<file path="src/logic/pxio_pkg.sv">
// Package for the port expander I/O core: widths, groups and reset levels.
// Assumes a single 50 MHz clock and a synchronous active-low reset.
package pxio_pkg;
   localparam int PXIO_NUM_IO = 8;
   localparam int PXIO_NUM_OUT = 8;
   localparam int PXIO_GROUP = 4;
   localparam int PXIO_SYNC_STAGES = 2;
   localparam logic PXIO_ALERT_RELEASED = 1'h1;
   localparam logic [7:0] PXIO_FLAGS_CLEAR = 8'h00;
   // Serial reset level that forces the link back to its stop state
   localparam logic PXIO_SER_RST_ACTIVE = 1'h0;
   typedef enum logic [1:0] {PXIO_IDLE, PXIO_ACTIVE, PXIO_STANDBY} pxio_link_e;
endpackage

</file>
<file path="src/logic/pxio_core.sv">
// Port expander I/O core: open-drain ports with latched change detection,
// push-pull outputs, change alert, address-select power-up defaults, standby.
// Assumes a serial slave beside it that reports accesses and host writes.
// What this block does
// - Latch input changes until next clearing event
// - Eight change flags, set on input change
// - Clear all flags on any access outside serial reset, except edges seen in that same cycle
// - Drive alert low while change detected
// - Host-written port levels raise no alert
// - Release alert on next access outside serial reset, unless an edge is seen in that same cycle
// - Pullups enabled in groups of four
// - Pullup groups default high, others low
// - Push-pull power-up levels in groups of four
// - Reset detection and release alert
// - Clear all change flags at reset
// - Load sixteen port defaults from selects
// - Power-on reset restores all defaults
// - Serial reset abandons transaction, forces stop
// - Serial reset leaves alert unchanged
// - Standby when idle, wake on activity
// - Low select for ports 0-3, high for 4-7
// - Select high means pullup and default high
// - Decode address afresh on every transmission
//
// The address map and the strobed register port were left to the implementer.
module pxio_core
   import pxio_pkg::*;
#(
   parameter int NUM_IO = PXIO_NUM_IO,
   parameter int NUM_OUT = PXIO_NUM_OUT
) (
   // Clock and reset
   input wire logic clock,
   input wire logic rst_b,
   // Pins from outside the clock domain
   input wire logic addr_select_low,
   input wire logic addr_select_high,
   input wire logic serRst_b,
   input wire logic [NUM_IO-1:0] ioPinIn,
   // Serial slave side, same clock domain
   input wire logic serAccess,
   input wire logic busStart,
   input wire logic busStop,
   input wire logic ioWrite,
   input wire logic [NUM_IO-1:0] ioWriteData,
   input wire logic outWrite,
   input wire logic [NUM_OUT-1:0] outWriteData,
   // Open-drain ports
   output logic [NUM_IO-1:0] ioPinOut,
   output logic [NUM_IO-1:0] ioPinOe_b,
   output logic [NUM_IO-1:0] pullupEn,
   // Push-pull outputs
   output logic [NUM_OUT-1:0] outPin,
   // Status to slave and pins
   output logic [NUM_IO-1:0] ioReadData,
   output logic [NUM_IO-1:0] changeFlags,
   output logic alert_b,
   output logic serAbort,
   output logic standby,
   output logic [1:0] addrSelect
);
   // Expand the two select levels into per-port group masks
   function automatic logic [NUM_IO-1:0] groupMask(input logic lo, input logic hi);
      logic [NUM_IO-1:0] m;
      m = '0;
      for (int i = 0; i < NUM_IO; i++) begin
         m[i] = (i < PXIO_GROUP) ? lo : hi;
      end
      return m;
   endfunction

   // Same split for the push-pull bank, whose width may differ
   function automatic logic [NUM_OUT-1:0] outGroupMask(input logic lo, input logic hi);
      logic [NUM_OUT-1:0] m;
      m = '0;
      for (int i = 0; i < NUM_OUT; i++) begin
         m[i] = (i < PXIO_GROUP) ? lo : hi;
      end
      return m;
   endfunction

   // A host request counts only while the serial reset is not held
   function automatic logic taken(input logic req, input logic rstOn);
      return req && !rstOn;
   endfunction

   logic [NUM_IO-1:0] ioSync;
   logic [2:0] ctlSync;
   logic selLo;
   logic selHi;
   logic serRstSync_b;
   logic serRstOn;

   pxio_sync #(.WIDTH(NUM_IO), .INIT('1)) u_io_sync (
      .clock(clock),
      .rst_b(rst_b),
      .asyncIn(ioPinIn),
      .syncOut(ioSync)
   );

   // Selects idle high, as an undecoded bus line reads high
   pxio_sync #(.WIDTH(3), .INIT(3'h7)) u_ctl_sync (
      .clock(clock),
      .rst_b(rst_b),
      .asyncIn({serRst_b, addr_select_high, addr_select_low}),
      .syncOut(ctlSync)
   );

   assign selLo = ctlSync[0];
   assign selHi = ctlSync[1];
   assign serRstSync_b = ctlSync[2];
   assign serRstOn = (serRstSync_b == PXIO_SER_RST_ACTIVE);

   // Power-up load waits until the select synchroniser has filled
   localparam logic [1:0] SETTLE_LOAD = 2'(PXIO_SYNC_STAGES);
   localparam logic [1:0] SETTLE_DONE = 2'(PXIO_SYNC_STAGES + 1);
   // Host-driven pin levels need the synchroniser delay plus one edge
   localparam logic [1:0] QUIET_LEN = 2'(PXIO_SYNC_STAGES + 1);

   // Configuration group: select latch, pullups and power-up load
   logic [1:0] settleCnt;
   logic [1:0] next_settleCnt;
   logic loadDefaults;
   logic [NUM_IO-1:0] next_pullupEn;
   logic [1:0] next_addrSelect;

   // The synchronisers sit at their reset level for two edges after release,
   // so a load in the first cycle would miss the real select pins
   always_comb begin
      loadDefaults = (settleCnt == SETTLE_LOAD);
      next_settleCnt = settleCnt;
      if (settleCnt != SETTLE_DONE) begin
         next_settleCnt = settleCnt + 2'h1;
      end
      next_addrSelect = addrSelect;
      next_pullupEn = pullupEn;
      // Select pins are re-sampled at every bus start
      if (busStart || loadDefaults) begin
         next_addrSelect = {selHi, selLo};
         next_pullupEn = groupMask(selLo, selHi);
      end
   end

   always_ff @(posedge clock) begin
      if (!rst_b) begin
         settleCnt <= 2'h0;
         pullupEn <= '1;
         addrSelect <= 2'h3;
      end else begin
         settleCnt <= next_settleCnt;
         pullupEn <= next_pullupEn;
         addrSelect <= next_addrSelect;
      end
   end

   // Port group: open-drain latch and push-pull outputs
   logic [NUM_IO-1:0] next_ioPinOut;
   logic [NUM_IO-1:0] next_ioPinOe_b;
   logic [NUM_OUT-1:0] next_outPin;

   always_comb begin
      next_ioPinOut = ioPinOut;
      next_outPin = outPin;
      // Until the load all ports stay released and outputs high
      if (loadDefaults) begin
         next_ioPinOut = groupMask(selLo, selHi);
         next_outPin = outGroupMask(selLo, selHi);
      end
      // A write in the load cycle wins over the defaults
      if (taken(ioWrite, serRstOn)) begin
         next_ioPinOut = ioWriteData;
      end
      if (taken(outWrite, serRstOn)) begin
         next_outPin = outWriteData;
      end
      // Open-drain: zero drives low, one releases
      next_ioPinOe_b = next_ioPinOut;
   end

   always_ff @(posedge clock) begin
      if (!rst_b) begin
         ioPinOut <= '1;
         ioPinOe_b <= '1;
         outPin <= '1;
      end else begin
         ioPinOut <= next_ioPinOut;
         ioPinOe_b <= next_ioPinOe_b;
         outPin <= next_outPin;
      end
   end

   // Change group: reference levels, sticky flags and alert
   logic [NUM_IO-1:0] next_ioReadData;
   logic [NUM_IO-1:0] next_changeFlags;
   logic next_alert_b;
   logic [NUM_IO-1:0] refLevel;
   logic [NUM_IO-1:0] next_refLevel;
   logic [NUM_IO-1:0] prevLevel;
   logic [NUM_IO-1:0] next_prevLevel;
   logic [1:0] quietCnt;
   logic [1:0] next_quietCnt;
   logic [NUM_IO-1:0] inputMask;
   logic [NUM_IO-1:0] diff;
   logic [NUM_IO-1:0] freshEdge;
   logic quiet;
   logic accessOn;

   // While a host-driven level crosses the synchroniser the reference simply
   // follows the pins; a real input change inside that short window is lost.
   // That is the price of never alerting on the host's own writes.
   always_comb begin
      accessOn = taken(serAccess, serRstOn);
      quiet = (quietCnt != 2'h0);
      // Only released ports act as inputs; a low-driven port ignores its pin
      inputMask = ioPinOut;
      diff = '0;
      freshEdge = '0;
      if (!quiet) begin
         diff = (ioSync ^ refLevel) & inputMask;
         // Edge seen in this very cycle; it survives a clearing access
         freshEdge = (ioSync ^ prevLevel) & inputMask;
      end
      next_prevLevel = ioSync;
      next_ioReadData = ioSync;
      next_refLevel = refLevel;
      next_quietCnt = quiet ? (quietCnt - 2'h1) : 2'h0;
      if (loadDefaults || taken(ioWrite, serRstOn)) begin
         next_quietCnt = QUIET_LEN;
      end
      if (quiet || accessOn || loadDefaults) begin
         next_refLevel = ioSync;
      end
      next_changeFlags = changeFlags | diff;
      next_alert_b = alert_b;
      // Alert follows the flags; serial reset only blocks the access
      if (accessOn) begin
         next_changeFlags = freshEdge;
         next_alert_b = (freshEdge == '0) ? PXIO_ALERT_RELEASED : 1'h0;
      end else if (next_changeFlags != '0) begin
         next_alert_b = 1'h0;
      end
   end

   always_ff @(posedge clock) begin
      if (!rst_b) begin
         ioReadData <= '1;
         changeFlags <= PXIO_FLAGS_CLEAR;
         alert_b <= PXIO_ALERT_RELEASED;
         refLevel <= '1;
         prevLevel <= '1;
         quietCnt <= 2'h0;
      end else begin
         ioReadData <= next_ioReadData;
         changeFlags <= next_changeFlags;
         alert_b <= next_alert_b;
         refLevel <= next_refLevel;
         prevLevel <= next_prevLevel;
         quietCnt <= next_quietCnt;
      end
   end

   // Link group: serial abort and automatic standby
   pxio_link_e linkState;
   pxio_link_e next_linkState;
   logic next_serAbort;
   logic next_standby;

   // Standby is left only by a start; a stop or serial reset drops to idle,
   // and idle falls into standby on the next cycle unless a start arrives
   always_comb begin
      next_serAbort = serRstOn;
      next_linkState = linkState;
      case (linkState)
         PXIO_IDLE: begin
            // A start right behind a stop must not be lost on the way down
            next_linkState = taken(busStart, serRstOn) ? PXIO_ACTIVE : PXIO_STANDBY;
         end
         PXIO_STANDBY: begin
            if (taken(busStart, serRstOn)) begin
               next_linkState = PXIO_ACTIVE;
            end
         end
         PXIO_ACTIVE: begin
            if (busStop || serRstOn) begin
               next_linkState = PXIO_IDLE;
            end
         end
         default: begin
            next_linkState = PXIO_IDLE;
         end
      endcase
      next_standby = (next_linkState == PXIO_STANDBY);
   end

   always_ff @(posedge clock) begin
      if (!rst_b) begin
         serAbort <= 1'h0;
         standby <= 1'h0;
         linkState <= PXIO_IDLE;
      end else begin
         serAbort <= next_serAbort;
         standby <= next_standby;
         linkState <= next_linkState;
      end
   end
endmodule // pxio_core

</file>
<file path="src/logic/pxio_sync.sv">
// Two flip-flop synchroniser for a bus of pins from outside the clock domain.
// Assumes the first stage is read only by the second.
module pxio_sync #(
   parameter int WIDTH = 8,
   parameter logic [WIDTH-1:0] INIT = '0
) (
   // Clock and reset
   input wire logic clock,
   input wire logic rst_b,
   // Data
   input wire logic [WIDTH-1:0] asyncIn,
   output logic [WIDTH-1:0] syncOut
);
   logic [WIDTH-1:0] stage1;
   logic [WIDTH-1:0] next_stage1;
   logic [WIDTH-1:0] next_syncOut;

   always_comb begin
      next_stage1 = asyncIn;
      next_syncOut = stage1;
   end

   always_ff @(posedge clock) begin
      if (!rst_b) begin
         stage1 <= INIT;
         syncOut <= INIT;
      end else begin
         stage1 <= next_stage1;
         syncOut <= next_syncOut;
      end
   end
endmodule // pxio_sync

</file>
<file path="config.mk">
export PLATFORM = sky130hd
export DESIGN_NAME = pxio_core
export DESIGN_NICKNAME = d
export VERILOG_FILES = /design/src/logic/pxio_pkg.sv /design/src/logic/pxio_core.sv /design/src/logic/pxio_sync.sv
export SDC_FILE = /design/constraint.sdc
export NUM_CORES = 1
export LEC_CHECK = 0
export ABC_AREA = 1
export BUFFER_PORTS_ARGS = -buffer_cell sky130_fd_sc_hd__buf_2
export CAP_MARGIN = 20
export CELL_PAD_IN_SITES_DETAIL_PLACEMENT = 0
export CELL_PAD_IN_SITES_GLOBAL_PLACEMENT = 2
export CORE_ASPECT_RATIO = 1.4
export CORE_MARGIN = 8
export CORE_UTILIZATION = 25
export CTS_CLUSTER_DIAMETER = 150
export DETAILED_ROUTE_END_ITERATION = 6
export PLACE_DENSITY_LB_ADDON = 0.1
export SKIP_CTS_REPAIR_TIMING = 1
export SYNTH_ARGS = -nofsm -noshare
export SYNTH_HDL_FRONTEND = slang
export SYNTH_SLANG_ARGS = --single-unit
</file>
<file path="constraint.sdc">
create_clock -name clock -period 1.7 [get_ports clock]
set_input_delay 0.34 -clock clock [delete_from_list [all_inputs] [get_ports clock]]
set_output_delay 0.34 -clock clock [all_outputs]
set_load 0.02 [all_outputs]
</file>
==> out/metrics.yaml, run 1 <==
status:
  status: "finished, final reports clean"
critical_path:
  cp_data_required_time_ns: 1.90
  critPathCaptureType: "register"
  worstRegToRegCells: 7
  worstSetupPathType: "reg -> reg"
  reg2reg_from: "settleCnt[0]"
  crit_path_end: "outPin[1]"
  worstPathMaxFanout: 9
  r2r_setup_slack_ns: 0.23
  r2r_end: "outPin[1]"
  arrival_ns: 1.66
  startpoint_type: "register"
  crit_start: "settleCnt[0]"
pwr:
  clkPwrFrac: 0.396
  p_seq_frac: 0.424
  pwr-share-comb: 0.180
  p_per_area_nw_per_um2: 1210
  internal_power_w: 0.00315
  p_sw_w: 0.00144
  irDropWorstVdd_mv: 0.615
  p_leak_nw: 2.00
  switching_share: 0.314
  total_power_w: 0.00459
global_route:
  grt_overflow: 0
  grt_max_degree: 33
  antenna_found_initial: 0
  grt_pass1_vias: 2734
  grt_first_pass_wirelength_um: 14000
  grtUsageTotal: 0.114
floorplan:
  die_area_sq_um: 16000
  core-area_sq_um: 11800
  die_height_um: 146
  num_rows: 47
  initial_core_util: 0.257
  die_x_um: 109
  ios: 87
place:
  place_ws_ns: 0.233
  io_buffer_count: 86
  globalplace.congestion: 0.701
  hpwl_um: 6660
cells_and_area:
  seq_area_sq_um: 1460
  fill_cells: 1335
  multi_input_area_sq_um: 1240
  layout-drive-gt1-share: 0.287
  nets: 518
  syn_to_final_growth_pct: 25.3
  diodes: 0
timing:
  finalCriticalPeriod_ns: 1.47
  fmax_mhz: 682
  tightestPinTransition_ns: 0.405
  setup_viol: 0
  max-slew-margin-rel: 0.730
  clock_skew_ns: 0.00736
  fin_crit_sh: 0.862
  setup_slack_ns: 0.235
  slew_violations: 0
  fin_setup_tns_ns: 0
  hold_viol_final: 0
  rsz0062_at_grt: "no"
route:
  wire_per_inst_um: 13.8
  postRouteAntennaNets: 0
  dr.pass1.iters: 4
  drt_wl_total_um: 8750
  vias_per_cell: 4.16
  drcViolationCount: 0
  vias: 2638
  drtIter0Drc: 77
logic_synthesis:
  avgSynthCellArea_sq_um: 7.45
  syn_area_sq_um: 3040
  ys_seq_elements: 73
  synth-seq-area-share: 0.481
  yosys_warnings: 0
  postSynthCellCount: 408
  syn_nets: 444
  synth.distinct_cells: 27
clock_tree:
  cts_buffer_depth: 2
  numCtsBuffers: 9
  h-tree-depth: 3
  cts_tree: "built"
  cts.sink_count: 73
  clk_latency_ns: 0.33
  root_buffer: "clkbuf_16"
  path_clk_slew_ns: 0.06
run:
  maxCapViolations: 0
hold_path:
  hold_class: "in -> reg"
## metal layers
metal	up-vias	GRT usage	routed length [um]
met4	0	0.0468	138
met1	1160	0.130	3810
met3	9	0.0330	479
met2	65	0.191	4320
li1	1404	-	-
met5	-	0	0
## cell usage after synthesis, drive strengths merged
cell type,n,share of area
nand2,126,0.16
ha,2,0.0082
a21oi,24,0.040
xnor2,1,0.0029
or2,22,0.045
nor2,27,0.034
o21ai,17,0.028
nor3,3,0.0086
buf,21,0.049
nand3,31,0.051
nor3b,1,0.0025
clkbuf,8,0.0099
inv,42,0.054
xor2,4,0.012
o211ai,3,0.0074
o21bai,1,0.0025
or3b,1,0.0029
dfxtp,73,0.48
a31oi,1,0.0021
## power by group through the flow
stage	sequential [W]	combinational, W	clock, W
final	0.00195	0.000829	0.00182
after global routing	0.00197	0.000938	0.00197
after CTS	0.00195	0.000851	0.00189
after detailed placement	0.00199	0.000847	0
after global placement	0.00199	0.000840	0
after floorplan	0.00206	0.000519	0
## flip-flops by register name, summed over array words and instances (netlist names)
signal,cells
changeFlags,8
ioPinOe_b,8
outPin,8
prevLevel,8
refLevel,8
u_io_sync.next_syncOut,8
u_io_sync.syncOut,8
u_ctl_sync.next_syncOut,3
u_ctl_sync.syncOut,3
linkState,2
pullupEn,2
quietCnt,2
settleCnt,2
alert_b,1
serAbort,1
standby,1
## cells by family (layout without fill, tap and decap cells)
family,Yosys count,count (layout),synth area share
simple gates,211,211,0.305
xor+xnor,5,5,0.0144
fa+ha+maj,2,2,0.00823
flops,73,73,0.481
compound gates,46,46,0.0795
buf+inv,71,150,0.112
## cell usage in the layout, fill, tap and decap left out, types with 3 or more instances in the layout
cell type,n
a21oi_1,24
buf_2,86
buf_4,6
clkbuf_16,9
dfxtp_1,73
inv_1,38
nand2_1,122
nand2_2,3
nand3_1,31
nor2_1,26
o211ai_1,3
o21ai_0,12
o21ai_1,5
or2_2,22
xor2_1,4
## critical path: stages (launching register included)
cell and delay [ns]:
dfxtp_1 0.31, inv_1 0.09, ha_1 0.28, inv_1 0.13, nand2_2 0.17, inv_1 0.17
nand2_1 0.09, nand3_1 0.08
## per-stage QoR
| step | cells | hold slack, ns | util | area, sq um |
|---|---|---|---|---|
| 6_report | 634 | 0.187 | 0.322 | 3810 |
| 4_1_cts | 634 | 0.172 | 0.322 | 3810 |
| 2_1_floorplan | 408 | 0.393 | - | 3040 |
| 5_1_grt | 634 | 0.171 | 0.322 | 3810 |
| 3_5_place_dp | 618 | 0.398 | 0.298 | 3520 |
| 3_3_place_gp | 618 | 0.395 | 0.298 | 3520 |
## final cells by class
type,count,area share
Clock buffer,9,0.0592
Clock inverter,7,0.0161
Inverter,42,0.0427
Multi-Input combinational cell,264,0.325
Sequential cell,73,0.384
Tap cell,147,0.0483
Timing Repair Buffer,92,0.125
## worst min path at each step
stage | startpoint | to | slack [ns] | cells after the start
2_1_floorplan | u_ctl_sync.next_syncOut[0] | u_ctl_sync.syncOut[0] | 0.39 | 1
3_3_place_gp | u_io_sync.next_syncOut[5] | u_io_sync.syncOut[5] | 0.39 | 1
3_5_place_dp | u_io_sync.next_syncOut[0] | u_io_sync.syncOut[0] | 0.40 | 1
4_1_cts | addr_select_low | u_ctl_sync.next_syncOut[0] | 0.17 | 2
5_1_grt | addr_select_low | u_ctl_sync.next_syncOut[0] | 0.17 | 2
6_report | addr_select_high | u_ctl_sync.next_syncOut[1] | 0.19 | 2
No activity file was read; power rests on OpenSTA's default activity.
==> run 2: changes to the inputs <==
==> constraint.sdc (replaced) <==
create_clock -name clock -period 1.6 [get_ports clock]
set_input_delay 0.32 -clock clock [delete_from_list [all_inputs] [get_ports clock]]
set_output_delay 0.32 -clock clock [all_outputs]
set_load 0.02 [all_outputs]
==> out/metrics.yaml, run 2 (same netlist as run 1, synthesis figures left out) <==
status:
  status: "finished, final reports clean"
global_route:
  antenna_found_initial: 1  # +1
  grt_pass1_vias: 2641  # -3.4%
  grt_max_degree: 33  # unchanged
  grt_overflow: 0  # unchanged
  grt_first_pass_wirelength_um: 13600  # -2.8%
  grtUsageTotal: 0.112  # -0.00138
place:
  globalplace.congestion: 0.696  # -0.80%
  hpwl_um: 6620  # -0.52%
  io_buffer_count: 86  # unchanged
timing:
  finalCriticalPeriod_ns: 1.38  # -0.0803 ns
  max-slew-margin-rel: 0.802  # +0.0716
  fin_setup_tns_ns: 0  # unchanged
  rsz0062_at_grt: "no"
  slew_violations: 0  # unchanged
  clock_skew_ns: 0.00660  # -0.000763 ns
  hold_viol_final: 0  # unchanged
  fin_crit_sh: 0.866  # +0.00368
  setup_viol: 0  # unchanged
  fin_hold_ws_ns: 0.162  # -0.0249 ns
  tightestPinTransition_ns: 0.297  # -0.108 ns
  fmax_mhz: 722  # +5.8%
critical_path:
  critPathCaptureType: "register"
  slowest_delay_ns: 0.31  # about the same
  startpoint_type: "register"
  arrival_ns: 1.60  # -0.06 ns
  cp_data_required_time_ns: 1.81  # -0.09 ns
  cp_cell_sequence: "inv_1 > ha_2 > inv_1 > nand2_2 > inv_1 > nand2_1 > nand3_1"
  critical_path.most_common_cell: "inv_1"
  crit_slowest_cell: "dfxtp_1"
  worstSetupPathType: "reg -> reg"
  worstPathMaxFanout: 9  # unchanged
route:
  drt_wl_total_um: 8690  # -0.70%
  dr.pass1.iters: 6  # +2
  vias: 2654  # +0.61%
  drcViolationCount: 0  # unchanged
  vias_per_cell: 4.19  # +0.77%
  wire_per_inst_um: 13.7  # -0.54%
  postRouteAntennaNets: 0  # unchanged
  drtIter0Drc: 67  # -13%
run:
  maxCapViolations: 0  # unchanged
pwr:
  total_power_w: 0.00516  # +12%
  irDropWorstVdd_mv: 0.500  # -19%
  p_leak_nw: 2.02  # +1.2%
  p_per_area_nw_per_um2: 1340  # +11%
clock_tree:
  cts_buffer_depth: 2  # unchanged
  numCtsBuffers: 9  # unchanged
  path_clk_slew_ns: 0.06  # about the same
  root_buffer: "clkbuf_16"
  cts.sink_count: 73  # unchanged
  h-tree-depth: 3  # unchanged
  cts_tree: "built"
  clk_latency_ns: 0.34  # about the same
cells_and_area:
  final_common_cell: "nand2_1"
  seq_area_sq_um: 1460  # unchanged
  diodes: 0  # unchanged
  postLayoutCoreUtil: 0.326  # +0.00423
  nets: 517  # -0.19%
  final_cell_mix: "nand2_1 (122), buf_2 (86), dfxtp_1 (73)"
  syn_to_final_growth_pct: 26.9
  fill_cells: 1310  # -1.9%
  layout-drive-gt1-share: 0.288  # +0.000592
  multi_input_area_sq_um: 1240  # +0.20%
floorplan:
  core-area_sq_um: 11800  # unchanged
  die_height_um: 146  # unchanged
  num_rows: 47  # unchanged
  die_x_um: 109  # unchanged
  ios: 87  # unchanged
  initial_core_util: 0.257  # unchanged
  die_area_sq_um: 16000  # unchanged
hold_path:
  hold_class: "in -> reg"
## run 2: cell count changes in the layout (fill, tap and decap cells not counted), sizes merged
cell and change:
buf -1, inv -2, bufinv +2, clkinv +2, clkinvlp -2
## run 2: area by class of cell
type,count,share of cell area
clock inverters,7,0.0269
flip-flops and latches,73,0.379
well taps,147,0.0477
clock buffers,9,0.0584
inverters,42,0.0422
multi-input cells,264,0.321
repair buffers,91,0.125
## run 2: layer usage
layer / track usage / wire [um] / up-vias
met5: 0 / 8 / -
met1: 0.121 / 3600 / 1179
met3: 0.0388 / 574 / 12
li1: - / - / 1401
met4: 0.0576 / 175 / 2
met2: 0.189 / 4330 / 60
## run 2: metrics by stage
stage	setup slack [ns]	cells	instance area, sq um
floorplan	0.277	408	3040
global placement	0.227	617	3530
detailed placement	0.136	617	3530
CTS	0.122	633	3850
global route	0.0517	633	3860
finish	0.215	633	3860
## run 2: worst paths after layout
kind,depth (start not counted),endpoint,slack [ns],from
setup / recovery,7,outPin[5],0.22,settleCnt[0]
hold / removal,2,u_io_sync.next_syncOut[2],0.16,ioPinIn[2]
setup reg to reg,7,outPin[5],0.22,settleCnt[0]
hold reg to reg,1,u_ctl_sync.syncOut[2],0.41,u_ctl_sync.next_syncOut[2]
## run 2: worst max-delay path: cells and delay by family (launching register included)
kind          cells  cell delay, ns
simple gates      3            0.34
buf+inv           3            0.36
flops             1            0.31
fa+ha+maj         1            0.25
## run 2: power breakdown
part | leakage [nW] | internal, W | switching, W | total [W]
registers | 0.605 | 0.00197 | 0.0000997 | 0.00207
logic | 1.26 | 0.000308 | 0.000572 | 0.000881
clock network | 0.160 | 0.00138 | 0.000829 | 0.00221
total | 2.02 | 0.00366 | 0.00150 | 0.00516
